## src/design/rst_seq_pkg.sv

```systemverilog
// constants, types and layout shared by the reset and status-dump sequencer
package rst_seq_pkg;
    // reset types as coded in the control register
    localparam logic [1:0] RT_POWER_ON = 2'h0;
    localparam logic [1:0] RT_SYS_CLEAR = 2'h1;
    localparam logic [1:0] RT_LOAD = 2'h2;
    localparam logic [1:0] RT_SYS_RESET = 2'h3;
    // word index of each register group in the programmable register file
    localparam logic [5:0] IX_TIMER = 6'h00;
    localparam logic [5:0] IX_CMP = 6'h02;
    localparam logic [5:0] IX_CSW = 6'h04;
    localparam logic [5:0] IX_FP = 6'h06;
    localparam logic [5:0] IX_GR = 6'h0E;
    localparam logic [5:0] IX_CR = 6'h1E;
    localparam logic [5:0] IX_LAST = 6'h2D;
    localparam int REG_WORDS = 46;
    // absolute byte address of the first byte of each group in the dump
    localparam logic [23:0] DA_TIMER = 24'h0000D8;
    localparam logic [23:0] DA_CMP = 24'h0000E0;
    localparam logic [23:0] DA_CSW = 24'h000100;
    localparam logic [23:0] DA_FP = 24'h000160;
    localparam logic [23:0] DA_GR = 24'h000180;
    localparam logic [23:0] DA_CR = 24'h0001C0;
    localparam logic [23:0] DUMP_LIMIT = 24'h000200;
    // bus register byte offsets
    localparam logic [3:0] OFS_CTRL = 4'h0;
    localparam logic [3:0] OFS_STATUS = 4'h4;
    localparam logic [3:0] OFS_TIME_LO = 4'h8;
    localparam logic [3:0] OFS_TIME_HI = 4'hC;
    // control register fields
    localparam int CTRL_TYPE_LSB = 0;
    localparam int CTRL_RESET_BIT = 2;
    localparam int CTRL_DUMP_BIT = 3;
    localparam int CTRL_START_BIT = 4;
    // status register fields
    localparam int ST_BUSY = 0;
    localparam int ST_STOPPED = 1;
    localparam int ST_OPOUT = 2;
    localparam int ST_RESET_DONE = 3;
    localparam int ST_DUMP_DONE = 4;
    // initial state of the control registers (plain defaults)
    localparam logic [31:0] CR0_INIT = 32'h00000000;
    localparam logic [31:0] CR14_INIT = 32'h00000000;
    localparam logic [31:0] CR15_INIT = 32'h00000000;
    localparam logic [31:0] REG_RESET = 32'h00000000;
    localparam logic [23:0] MEM_WORDS_DEFAULT = 24'h000400;
    // per-word action during the register pass
    localparam logic [1:0] ACT_KEEP = 2'h0;
    localparam logic [1:0] ACT_ZERO = 2'h1;
    localparam logic [1:0] ACT_INIT = 2'h2;

    typedef enum logic [2:0] {S_IDLE, S_HALT, S_UCODE, S_REGS, S_MEM, S_DUMP} seq_state_t;

    // one word write toward processor storage
    typedef struct packed {
        logic [23:0] addr;
        logic [31:0] data;
        logic key_clr;
    } mem_req_t;
endpackage : rst_seq_pkg

```

## src/design/cpu_reset_seq.sv

```systemverilog
// reset sequencer and store-status dump engine with an Avalon-MM register slave
// -----------------------------------------------------------------------------
// Summary of operation
// - The dump writes every programmable register inside the lowest 512 bytes.
// - Timer goes to byte 216, comparator to 224 and status word to 256.
// - Floating regs go to 352, general regs to 384 and control regs to 448.
// - Power-on zeroes clock, storage, keys, registers, status word, timer, comparator.
// - Power-on reloads control storage via the microprogram load.
// - System clear zeroes storage, keys and registers but keeps the clock.
// - Control regs are initialised on power-on, clear and load, kept on system reset.
// - Program load zeroes only status word, timer and comparator.
// - System reset keeps every register and storage area for a later dump.
// - Clear, load and system reset leave control storage intact.
// - Every reset aborts the CPU operation, drops pending events and stops the CPU.
// - Every reset resets the channels, which drop operational-out.
// - System reset breaks endless interruption loops without losing state.
// -----------------------------------------------------------------------------
//
// The implementer's own choices: the register offsets and the Avalon-MM register port.
`timescale 1ns/1ps
`default_nettype none
module cpu_reset_seq #(
    parameter logic [23:0] MEM_WORDS = rst_seq_pkg::MEM_WORDS_DEFAULT
) (
    input wire logic clk,
    input wire logic sys_rst,
    input wire logic [3:0] avs_address,
    input wire logic avs_read,
    input wire logic avs_write,
    input wire logic [31:0] avs_writedata,
    output logic [31:0] avs_readdata,
    output logic avs_waitrequest,
    input wire logic cpu_reg_we,
    input wire logic [5:0] cpu_reg_idx,
    input wire logic [31:0] cpu_reg_wdata,
    output logic [31:0] cpu_reg_rdata,
    output logic cpu_run,
    output logic cpu_abort,
    output logic ucode_load_req,
    input wire logic ucode_load_done,
    output rst_seq_pkg::mem_req_t mem_req,
    output logic mem_we,
    input wire logic mem_wait,
    output logic chan_reset,
    output logic chan_op_out,
    output logic [63:0] time_of_day_counter
);
    // -------------------------------------------------------------------------
    // helper functions
    // -------------------------------------------------------------------------
    // what the register pass does to one word for a given reset type
    function automatic logic [1:0] word_action(input logic [1:0] rt, input logic [5:0] ix);
        logic full;
        full = (rt == rst_seq_pkg::RT_POWER_ON) || (rt == rst_seq_pkg::RT_SYS_CLEAR);
        if (rt == rst_seq_pkg::RT_SYS_RESET) begin
            word_action = rst_seq_pkg::ACT_KEEP;
        end else if (ix >= rst_seq_pkg::IX_CR) begin
            word_action = rst_seq_pkg::ACT_INIT;
        end else if (ix >= rst_seq_pkg::IX_FP) begin
            word_action = full ? rst_seq_pkg::ACT_ZERO : rst_seq_pkg::ACT_KEEP;
        end else begin
            word_action = rst_seq_pkg::ACT_ZERO;
        end
    endfunction : word_action

    // initial value of a control register
    function automatic logic [31:0] cr_init(input logic [5:0] ix);
        unique case (ix - rst_seq_pkg::IX_CR)
            6'h00: cr_init = rst_seq_pkg::CR0_INIT;
            6'h0E: cr_init = rst_seq_pkg::CR14_INIT;
            6'h0F: cr_init = rst_seq_pkg::CR15_INIT;
            default: cr_init = rst_seq_pkg::REG_RESET;
        endcase
    endfunction : cr_init

    // absolute byte address of a register word in the dump area
    function automatic logic [23:0] dump_addr(input logic [5:0] ix);
        logic [23:0] base;
        logic [5:0] first;
        if (ix >= rst_seq_pkg::IX_CR) begin
            base = rst_seq_pkg::DA_CR;
            first = rst_seq_pkg::IX_CR;
        end else if (ix >= rst_seq_pkg::IX_GR) begin
            base = rst_seq_pkg::DA_GR;
            first = rst_seq_pkg::IX_GR;
        end else if (ix >= rst_seq_pkg::IX_FP) begin
            base = rst_seq_pkg::DA_FP;
            first = rst_seq_pkg::IX_FP;
        end else if (ix >= rst_seq_pkg::IX_CSW) begin
            base = rst_seq_pkg::DA_CSW;
            first = rst_seq_pkg::IX_CSW;
        end else if (ix >= rst_seq_pkg::IX_CMP) begin
            base = rst_seq_pkg::DA_CMP;
            first = rst_seq_pkg::IX_CMP;
        end else begin
            base = rst_seq_pkg::DA_TIMER;
            first = rst_seq_pkg::IX_TIMER;
        end
        dump_addr = base + {16'h0000, ix - first, 2'h0};
    endfunction : dump_addr

    // -------------------------------------------------------------------------
    // state
    // -------------------------------------------------------------------------
    rst_seq_pkg::seq_state_t state_reg, state_next;
    logic [31:0] regs [0:rst_seq_pkg::REG_WORDS-1];
    logic [23:0] cnt_reg, cnt_next;
    logic [1:0] type_reg;
    logic por_pend_reg, ack_reg, stopped_reg, op_out_reg;
    logic reset_done_reg, dump_done_reg;
    logic [31:0] rdata_reg;
    logic [63:0] daytime_reg;

    // bus decode
    wire logic bus_req = avs_read | avs_write;
    wire logic bus_take = bus_req & ack_reg;
    wire logic wr_ctrl = bus_take & avs_write & (avs_address == rst_seq_pkg::OFS_CTRL);
    wire logic wr_stat = bus_take & avs_write & (avs_address == rst_seq_pkg::OFS_STATUS);
    wire logic idle = (state_reg == rst_seq_pkg::S_IDLE);
    wire logic go_reset = idle & (por_pend_reg | (wr_ctrl & avs_writedata[rst_seq_pkg::CTRL_RESET_BIT]));
    wire logic go_dump = idle & ~go_reset & wr_ctrl & avs_writedata[rst_seq_pkg::CTRL_DUMP_BIT];
    wire logic go_start = idle & ~go_reset & wr_ctrl & avs_writedata[rst_seq_pkg::CTRL_START_BIT];
    wire logic [1:0] type_in = por_pend_reg ? rst_seq_pkg::RT_POWER_ON : avs_writedata[1:0];
    wire logic [5:0] ix = cnt_reg[5:0];
    wire logic [1:0] act = word_action(type_reg, ix);
    wire logic pass_regs = (state_reg == rst_seq_pkg::S_REGS);
    wire logic reg_we_seq = pass_regs & (act != rst_seq_pkg::ACT_KEEP);
    wire logic [31:0] reg_wdata_seq = (act == rst_seq_pkg::ACT_INIT) ? cr_init(ix) : rst_seq_pkg::REG_RESET;
    wire logic full_clear = (type_reg == rst_seq_pkg::RT_POWER_ON) || (type_reg == rst_seq_pkg::RT_SYS_CLEAR);
    wire logic in_dump = (state_reg == rst_seq_pkg::S_DUMP);
    wire logic in_mem = (state_reg == rst_seq_pkg::S_MEM);
    wire logic dump_end = in_dump & ~mem_wait & (ix == rst_seq_pkg::IX_LAST);
    wire logic reset_end = (pass_regs & (ix == rst_seq_pkg::IX_LAST) & ~full_clear)
        | (in_mem & ~mem_wait & (cnt_reg == MEM_WORDS - 24'h000001));

    // -------------------------------------------------------------------------
    // sequencer next state
    // -------------------------------------------------------------------------
    always_comb begin
        state_next = state_reg;
        cnt_next = cnt_reg;
        unique case (state_reg)
            rst_seq_pkg::S_IDLE: begin
                cnt_next = 24'h000000;
                if (go_reset) begin
                    state_next = rst_seq_pkg::S_HALT;
                end else if (go_dump) begin
                    state_next = rst_seq_pkg::S_DUMP;
                end
            end
            rst_seq_pkg::S_HALT: begin
                // only power-on reloads control storage
                state_next = (type_reg == rst_seq_pkg::RT_POWER_ON) ? rst_seq_pkg::S_UCODE
                    : rst_seq_pkg::S_REGS;
            end
            rst_seq_pkg::S_UCODE: begin
                if (ucode_load_done) begin
                    state_next = rst_seq_pkg::S_REGS;
                end
            end
            rst_seq_pkg::S_REGS: begin
                cnt_next = cnt_reg + 24'h000001;
                if (ix == rst_seq_pkg::IX_LAST) begin
                    cnt_next = 24'h000000;
                    state_next = full_clear ? rst_seq_pkg::S_MEM : rst_seq_pkg::S_IDLE;
                end
            end
            rst_seq_pkg::S_MEM, rst_seq_pkg::S_DUMP: begin
                if (!mem_wait) begin
                    cnt_next = cnt_reg + 24'h000001;
                    if (reset_end | dump_end) begin
                        state_next = rst_seq_pkg::S_IDLE;
                    end
                end
            end
        endcase
    end

    // -------------------------------------------------------------------------
    // control flops
    // -------------------------------------------------------------------------
    always_ff @(posedge clk) begin
        if (sys_rst) begin
            state_reg <= rst_seq_pkg::S_IDLE;
            cnt_reg <= 24'h000000;
            type_reg <= rst_seq_pkg::RT_POWER_ON;
            por_pend_reg <= 1'b1;
        end else begin
            state_reg <= state_next;
            cnt_reg <= cnt_next;
            if (go_reset) begin
                type_reg <= type_in;
                por_pend_reg <= 1'b0;
            end
        end
    end

    // cpu and channel state: every reset stops the cpu and drops operational-out
    always_ff @(posedge clk) begin
        if (sys_rst) begin
            stopped_reg <= 1'b1;
            op_out_reg <= 1'b0;
        end else begin
            if (go_reset) begin
                stopped_reg <= 1'b1;
            end else if (go_start) begin
                stopped_reg <= 1'b0;
            end
            if (go_reset) begin
                op_out_reg <= 1'b0;
            end else if (reset_end) begin
                op_out_reg <= 1'b1;
            end
        end
    end

    // sticky completion flags: hardware set wins over a write-one clear
    always_ff @(posedge clk) begin
        if (sys_rst) begin
            reset_done_reg <= 1'b0;
            dump_done_reg <= 1'b0;
        end else begin
            reset_done_reg <= reset_end | (reset_done_reg & ~(wr_stat & avs_writedata[rst_seq_pkg::ST_RESET_DONE]));
            dump_done_reg <= dump_end | (dump_done_reg & ~(wr_stat & avs_writedata[rst_seq_pkg::ST_DUMP_DONE]));
        end
    end

    // time-of-day counter, zeroed only by power-on
    always_ff @(posedge clk) begin
        if (sys_rst) begin
            daytime_reg <= 64'h0000000000000000;
        end else if ((state_reg == rst_seq_pkg::S_HALT) && (type_reg == rst_seq_pkg::RT_POWER_ON)) begin
            daytime_reg <= 64'h0000000000000000;
        end else begin
            daytime_reg <= daytime_reg + 64'h0000000000000001;
        end
    end

    // programmable register file, not reset so a system reset preserves it
    always_ff @(posedge clk) begin
        if (reg_we_seq) begin
            regs[ix] <= reg_wdata_seq;
        end else if (cpu_reg_we && idle && !stopped_reg && (cpu_reg_idx <= rst_seq_pkg::IX_LAST)) begin
            regs[cpu_reg_idx] <= cpu_reg_wdata;
        end
        cpu_reg_rdata <= (cpu_reg_idx <= rst_seq_pkg::IX_LAST) ? regs[cpu_reg_idx] : rst_seq_pkg::REG_RESET;
    end

    // -------------------------------------------------------------------------
    // bus slave: one wait cycle, registered read data
    // -------------------------------------------------------------------------
    wire logic [31:0] status_word = {27'h0, dump_done_reg, reset_done_reg, op_out_reg, stopped_reg, ~idle};
    wire logic [31:0] rd_mux = (avs_address == rst_seq_pkg::OFS_CTRL) ? {30'h0, type_reg}
        : (avs_address == rst_seq_pkg::OFS_STATUS) ? status_word
        : (avs_address == rst_seq_pkg::OFS_TIME_LO) ? daytime_reg[31:0]
        : (avs_address == rst_seq_pkg::OFS_TIME_HI) ? daytime_reg[63:32] : 32'h00000000;

    always_ff @(posedge clk) begin
        if (sys_rst) begin
            ack_reg <= 1'b0;
            rdata_reg <= 32'h00000000;
        end else begin
            ack_reg <= bus_req & ~ack_reg;
            if (bus_req && !ack_reg) begin
                rdata_reg <= rd_mux;
            end
        end
    end

    // -------------------------------------------------------------------------
    // outputs
    // -------------------------------------------------------------------------
    assign avs_waitrequest = bus_req & ~ack_reg;
    assign avs_readdata = rdata_reg;
    assign cpu_run = ~stopped_reg;
    assign cpu_abort = (state_reg == rst_seq_pkg::S_HALT);
    assign chan_reset = (state_reg == rst_seq_pkg::S_HALT);
    assign chan_op_out = op_out_reg;
    assign ucode_load_req = (state_reg == rst_seq_pkg::S_UCODE);
    assign time_of_day_counter = daytime_reg;
    // storage writes: zero fill with key clear, or big-endian dump word
    assign mem_we = in_mem | in_dump;
    assign mem_req.addr = in_dump ? dump_addr(ix) : {cnt_reg[21:0], 2'h0};
    assign mem_req.data = in_dump ? regs[ix] : rst_seq_pkg::REG_RESET;
    assign mem_req.key_clr = in_mem;

    // -------------------------------------------------------------------------
    // assertions
    // -------------------------------------------------------------------------
    property p_dump_range;
        @(posedge clk) disable iff (sys_rst) in_dump |-> mem_req.addr + 24'h000004 <= rst_seq_pkg::DUMP_LIMIT;
    endproperty
    a_dump_range: assert property (p_dump_range) else $error("dump outside low area");

    property p_dump_first;
        @(posedge clk) disable iff (sys_rst) idle && go_dump |=> mem_we && mem_req.addr == rst_seq_pkg::DA_TIMER;
    endproperty
    a_dump_first: assert property (p_dump_first) else $error("dump does not start at timer");

    property p_dump_fp;
        @(posedge clk) disable iff (sys_rst) in_dump && ix == rst_seq_pkg::IX_FP |-> mem_req.addr == 24'h000160;
    endproperty
    a_dump_fp: assert property (p_dump_fp) else $error("floating regs misplaced");

    property p_ucode;
        @(posedge clk) disable iff (sys_rst) state_reg == rst_seq_pkg::S_HALT
            |=> ucode_load_req == ($past(type_reg) == rst_seq_pkg::RT_POWER_ON);
    endproperty
    a_ucode: assert property (p_ucode) else $error("microprogram load misuse");

    property p_time_kept;
        @(posedge clk) disable iff (sys_rst) type_reg != rst_seq_pkg::RT_POWER_ON && !idle
            |=> daytime_reg == $past(daytime_reg) + 64'h0000000000000001;
    endproperty
    a_time_kept: assert property (p_time_kept) else $error("clock disturbed");
    property p_cr_init;
        @(posedge clk) disable iff (sys_rst) pass_regs && type_reg != rst_seq_pkg::RT_SYS_RESET
            && ix >= rst_seq_pkg::IX_CR |-> reg_we_seq && reg_wdata_seq == cr_init(ix);
    endproperty
    a_cr_init: assert property (p_cr_init) else $error("control register not initialised");
    property p_load_keep;
        @(posedge clk) disable iff (sys_rst) pass_regs && type_reg == rst_seq_pkg::RT_LOAD
            |-> reg_we_seq == (ix < rst_seq_pkg::IX_FP || ix >= rst_seq_pkg::IX_CR);
    endproperty
    a_load_keep: assert property (p_load_keep) else $error("load touched kept state");
    property p_sysrst_keep;
        @(posedge clk) disable iff (sys_rst) type_reg == rst_seq_pkg::RT_SYS_RESET |-> !reg_we_seq && !in_mem;
    endproperty
    a_sysrst_keep: assert property (p_sysrst_keep) else $error("system reset changed state");
    property p_halt;
        @(posedge clk) disable iff (sys_rst) go_reset |=> chan_reset && cpu_abort && !chan_op_out && !cpu_run;
    endproperty
    a_halt: assert property (p_halt) else $error("reset did not stop cpu and channels");
    property p_dump_done;
        @(posedge clk) disable iff (sys_rst) dump_end |=> idle && dump_done_reg && !mem_we;
    endproperty
    a_dump_done: assert property (p_dump_done) else $error("dump completion wrong");
endmodule : cpu_reset_seq
`default_nettype wire

```

## config.mk

```make
export PLATFORM = sky130hd
export DESIGN_NAME = cpu_reset_seq
export DESIGN_NICKNAME = d
export VERILOG_FILES = /design/src/design/rst_seq_pkg.sv /design/src/design/cpu_reset_seq.sv
export SDC_FILE = /design/constraint.sdc
export NUM_CORES = 2
export LEC_CHECK = 0
export BUFFER_PORTS_ARGS = -buffer_cell sky130_fd_sc_hd__buf_2
export CAP_MARGIN = 20
export CELL_PAD_IN_SITES_DETAIL_PLACEMENT = 1
export CELL_PAD_IN_SITES_GLOBAL_PLACEMENT = 1
export CORE_MARGIN = 3
export CORE_UTILIZATION = 25
export CTS_CLUSTER_DIAMETER = 150
export DETAILED_ROUTE_END_ITERATION = 10
export PLACE_DENSITY = 0.51
export SLEW_MARGIN = 10
export SYNTH_ARGS = -nofsm -noshare
export SYNTH_HDL_FRONTEND = slang
export SYNTH_SLANG_ARGS = --single-unit
```

## constraint.sdc

```tcl
create_clock -name clk -period 6.7 [get_ports clk]
set_input_delay 0.67 -clock clk [delete_from_list [all_inputs] [get_ports clk]]
set_output_delay 0.67 -clock clk [all_outputs]
set_load 0.02 [all_outputs]
```

# Word level (Yosys, flattened, before mapping)
# Memory sizes are Yosys's and may differ from the RTL's. A register that Yosys moved wholly into a read port is not among the register bits.
# Index checks and enable logic that the tools add are counted.
# Widths: inputs -> output; s select.
[classes] reduce_logical=20 n_lt_le_gt_ge=6 muxes=43 eq_ne=17 n_addsub=4 bitwise_logic=37
[ops] cell="$mux 32" count=6
[ops] cell="$mux 24" count=3
[ops] cell="$pmux 24 s3" count=1
[ops] cell="$add 64x1->64 const B" count=1
[ops] cell="$mux 9" count=4
[ops] cell="$reduce_or 32->1" count=1
[ops] cell="$mux 3" count=9
[ops] cell="$add 24x1->24 const B" count=1
[ops] cell="$add 24x8->24" count=1
[ops] cell="$eq 24x10->1 const B" count=1
[ops] cell="$mux 6" count=4
[ops] cell="$and 1x1->1" count=22
[ops] cell="$pmux 3 s5" count=1
[ops] cell="$ge 6x3->1 const B" count=2
[ops] cell="$mux 1" count=9
[ops] cell="$eq 4x4->1 const B" count=2
[ops] cell="$mux 2" count=4
[ops] cell="$not 1->1" count=8
[ops] cell="$or 1x1->1" count=7
[ops] cell="$eq 3x2->1 const B" count=2
[ops] cell="$eq 3x3->1 const B" count=2
[ops] cell="$eq 6x6->1 const B" count=1
[ops] cell="$ge 6x2->1 const B" count=1
[ops] cell="$ge 6x4->1 const B" count=1
[ops] cell="23 further kinds" count=33
[word_totals] mem_count=1 wordCells=139 regBits=131 output_inout_bits=192 ram_bits=1472
[mem_list] memory="regs" depth=46 word_bits=32 rd=2 rd_ports_with_merged_regs=2 wr=1 line="cpu_reset_seq.sv:106" rtl="logic [31:0] regs [0:rst_seq_pkg::REG_WORDS-1];"

# Depth between registers and ports, before layout
[depth] ltp_word=14 ltp_mapped=14 ltp_nobuf=13

# Worst setup path after synthesis
# No wires, ideal clock.
[synth_path] path_type="input port to flip-flop" from="in cpu_reg_idx[1]" to="mem regs[6][0] (enable)" slack_ps=1655 cell_stages=7 t_arrival_ps=4584 cell_sequence="buf_2 -> a31o_2 -> a2111oi_4 -> buf_6 -> mux2i_1 -> o21ai_2 -> nor3_1"
[synth_between] elab_chain_cells=7 elab_cells_between_ends=8 cone_classes="order compare (1); mux (5); reduce/logical (2)"
[synth_rtl] element="start: declaration" line="cpu_reset_seq.sv:34" rtl="input wire logic [5:0] cpu_reg_idx,"
[synth_rtl] element="$le 6x6->1" line="cpu_reset_seq.sv:243" rtl="end else if (cpu_reg_we && idle && !stopped_reg && (cpu_reg_idx <= rst_seq_pkg::IX_LAST)) begin"
[synth_rtl] element="$logic_and 1x1->1" line="cpu_reset_seq.sv:243"
[synth_rtl] element="$mux 1" line="cpu_reset_seq.sv:243"
[synth_rtl] element="$mux 1" line="cpu_reset_seq.sv:241" rtl="if (reg_we_seq) begin"
[synth_rtl] element="$mux 1 (implied by the code)" line="cpu_reset_seq.sv:244" rtl="regs[cpu_reg_idx] <= cpu_reg_wdata;"
[synth_rtl] element="$reduce_or 32->1 (no line)"
[synth_rtl] element="$mux 6 (no line) or $mux 1 (tied branches)"
[synth_rtl] element="end: declaration" line="cpu_reset_seq.sv:106"
# Parallel ways exist; a longest one is shown, timed or not.

==> results.yml <==
run_status:
  status: "finished clean"
worst_hold_path:
  hp-start: "avs_writedata[4]"
  holdCritPathClass: "primary input to register"
cells_and_area:
  regArea_sq_um: 47600
  top_register: "regs"
  multi_input_area_sq_um: 26900
  final.fill_count: 30700
  nets: 4539
  drive_gt1_frac: 0.350
  finish.utilization: 0.295
  largest_reg_flops: 1472
  synthToLayoutAreaGrowth_pct: 17.4
routing:
  drtIter0Drc: 4597
  first_pass_iters: 5
  drt_wl_total_mm: 282
  vias: 45100
  avgRoutedWirePerCell_microns: 33.0
  postRouteAntennaNets: 0
  drcViolationCount: 0
  drt-vias-per-instance: 5.27
logic_synthesis:
  synth_top_family_by_area: "multiplexers"
  yosysTopAreaCellShare: 0.585
  syn_area_per_cell_sq_um: 18.2
  postSynthCellCount: 4144
  seq_area_frac_synth: 0.629
  async_flop_share: 0
  synth-compound-area-share: 0.0580
  ys_warn_count: 0
  synth_edf_count: 1472
  synth_mux_area_frac: 0.243
  yosys-top-cells-area: "edfxtp_1 58%, mux4_2 22%, dfxtp_1 4.5%"
  yosys.area_share.simple: 0.0400
  synth_top_cell_by_area: "edfxtp_1"
  synth_cell_types: 79
  syn_area_sq_um: 75600
  ys.flop_type: "edfxtp_1"
  ys_seq_elements: 1641
  synth_fa_ha_area_frac: 0.00268
  synth_xor_area_frac: 0.00637
clock_tree:
  clock_latency_ns: 0.87
  cts_buffers: 193
  cts_sinks: 1641
  cts_tree: "built"
  cts_resized: 0
  ctsHoldBuffers: 0
  clock_tree.root_cell: "clkbuf_16"
  cts_setup_buffers: 0
  cts.clk_slew.worst_paths_ns: 0.06
  cts.htree.levels: 4
  cts_buffer_depth: 4
worst_setup_path:
  cp.depth: 6
  ff2ff_path_depth: 7
  worst_setup_path_end_kind: "output port"
  worstSetupEndpoint: "mem_req[13]"
  r2r-end: "regs[12][21]"
  slowest_delay_ns: 1.05
  crit_slowest_cell: "o21ai_0"
  path_cells: "nand3b_1, buf_4, nor2_4, o221ai_1, o21ai_0, buf_2"
  startpoint: "state_reg[2]"
  crit_type: "register to output port"
  r2r_slack_ns: 2.16
  path_max_fanout: 18
  path_buf_inv: 2
  worstPathArrival_ns: 4.82
  critPathRequiredTime_ns: 6.03
  regToRegStartpoint: "state_reg[2]"
  start_kind: "register"
  cp_top_family: "compound AO/OA/AOI/OAI gates"
grt:
  grtUsageMet2: 0.304
  gr-total-overflow: 0
  grt_pass1_wl_mm: 392
  busiest_layer: "met2"
  antenna_found_initial: 29
  met3_usage: 0.0228
  grt_pass1_vias: 48200
  grt_use_met1: 0.235
  grt_usage: 0.178
  grt_max_degree: 125
placed_design:
  hpwlAfterDp_mm: 173
  place.gp.congestion: 0.781
  numPortBuffers: 243
timing:
  rsz0062_at_grt: "false"
  post-route-period-util: 0.820
  worstMarginPinSlew_ns: 1.28
  slew_headroom: 0.134
  fmax_ghz: 0.182
  skew_ns: 0.0658
  setup_viol_count_final: 0
  final_hold_viol_count: 0
  drv_slew: 0
  tns_ns: 0
  period_minus_slack_ns: 5.49
die:
  start_util: 0.252
  die-height_microns: 556
  die_x_microns: 556
  core_area_sq_um: 301000
  num_rows: 201
  io_pins: 273
  die_area_sq_um: 309000
power_and_ir_drop:
  vdd_ir_drop_max_mv: 0.241
  cellPowerDensity_nw_per_um2: 289
  power.leakage_nw: 29.6
flow_run:
  cap_violations: 0
worst min-delay path by stage:
stage,cells after the start,endpoint,slack (ns)
floorplan,2,reset_done_reg,0.44
global placement,2,reset_done_reg,0.46
detailed placement,2,reset_done_reg,0.46
CTS,4,reset_done_reg,0.11
global route,3,stopped_reg,0.15
finish,3,stopped_reg,0.19
layout by cell type (no fill, tap or decap), types with 24 or more instances in the layout:
cell,n
o221ai_1,35
a22o_1,47
nand4_1,24
xnor2_1,29
and2_1,54
nand3_1,33
clkbuf_1,49
buf_12,44
mux2_2,67
xor2_1,26
clkinv_2,31
mux4_2,755
mux2i_1,57
edfxtp_1,1472
o22ai_1,28
inv_1,35
a211oi_1,24
nor2_4,39
nand2_1,96
nor2_1,159
o21ai_0,46
a22oi_1,140
dfxtp_1,164
buf_2,240
a211o_1,28
clkinv_1,36
clkbuf_16,196
buf_4,135
a21oi_1,127
synthesized netlist by cell type (all sizes together) (35+ instances only):
cell and n:
mux2i 57, mux2 68, a21oi 129, a22o 47, a22oi 140, mux4 755
o221ai 35, buf 150, clkbuf 172, inv 36, and2 56, o21ai 48
edfxtp 1472, nor2 198, dfxtp 169, nand2 97
through the flow:
| stage | hold WS [ns] | cells | setup slack (ns) | instance area (sq um) | power [mW] |
|---|---|---|---|---|---|
| global placement | 0.458 | 8200 | 1.85 | 82700 | 15.6 |
| finish | 0.186 | 8556 | 1.21 | 88800 | 25.7 |
| global route | 0.152 | 8553 | 1.03 | 88800 | 26.6 |
| CTS | 0.114 | 8543 | 1.10 | 88700 | 26.0 |
| floorplan | 0.437 | 4145 | 1.66 | 75600 | 14.3 |
| detailed placement | 0.456 | 8203 | 1.73 | 82700 | 15.6 |
report_power, final:
group / switching (mW) / internal [mW]
Combinational: 2.26 / 1.84
Clock: 4.38 / 5.91
Sequential: 0.195 / 11.1
per-layer routing:
metal	part of all wire	vias to the layer above
met5	0.000096	-
met1	0.42	25000
met4	0.034	4
met2	0.50	1462
li1	-	18200
met3	0.048	414
worst register-to-register path, delay by kind of cell, from the launching register on:
family	cells	cell delay (ns)
DFF	1	0.49
AOI/OAI and AO/OA	2	0.89
and+or+nand+nor	2	1.32
buffers and inverters	2	0.85
muxes	1	0.59
cell type report:
type                    instances  share of cell area
flip-flops and latches       1641               0.536
multi-input cells            2145               0.303
clock buffers                 246              0.0575
well taps                    3958              0.0558
repair buffers                425              0.0359
clock inverters                94              0.0100
inverters                      37             0.00156
diodes                         10            0.000282
cell families (layout without fill, tap and decap cells):
family,after synthesis,after routing
compound gates,600,600
xor+xnor,55,55
fa+ha+maj,15,15
buf+inv,359,802
flops,1641,1641
mux,880,880
other cells,1,12
simple gates,593,593
No activity file was read; power rests on OpenSTA's default activity.
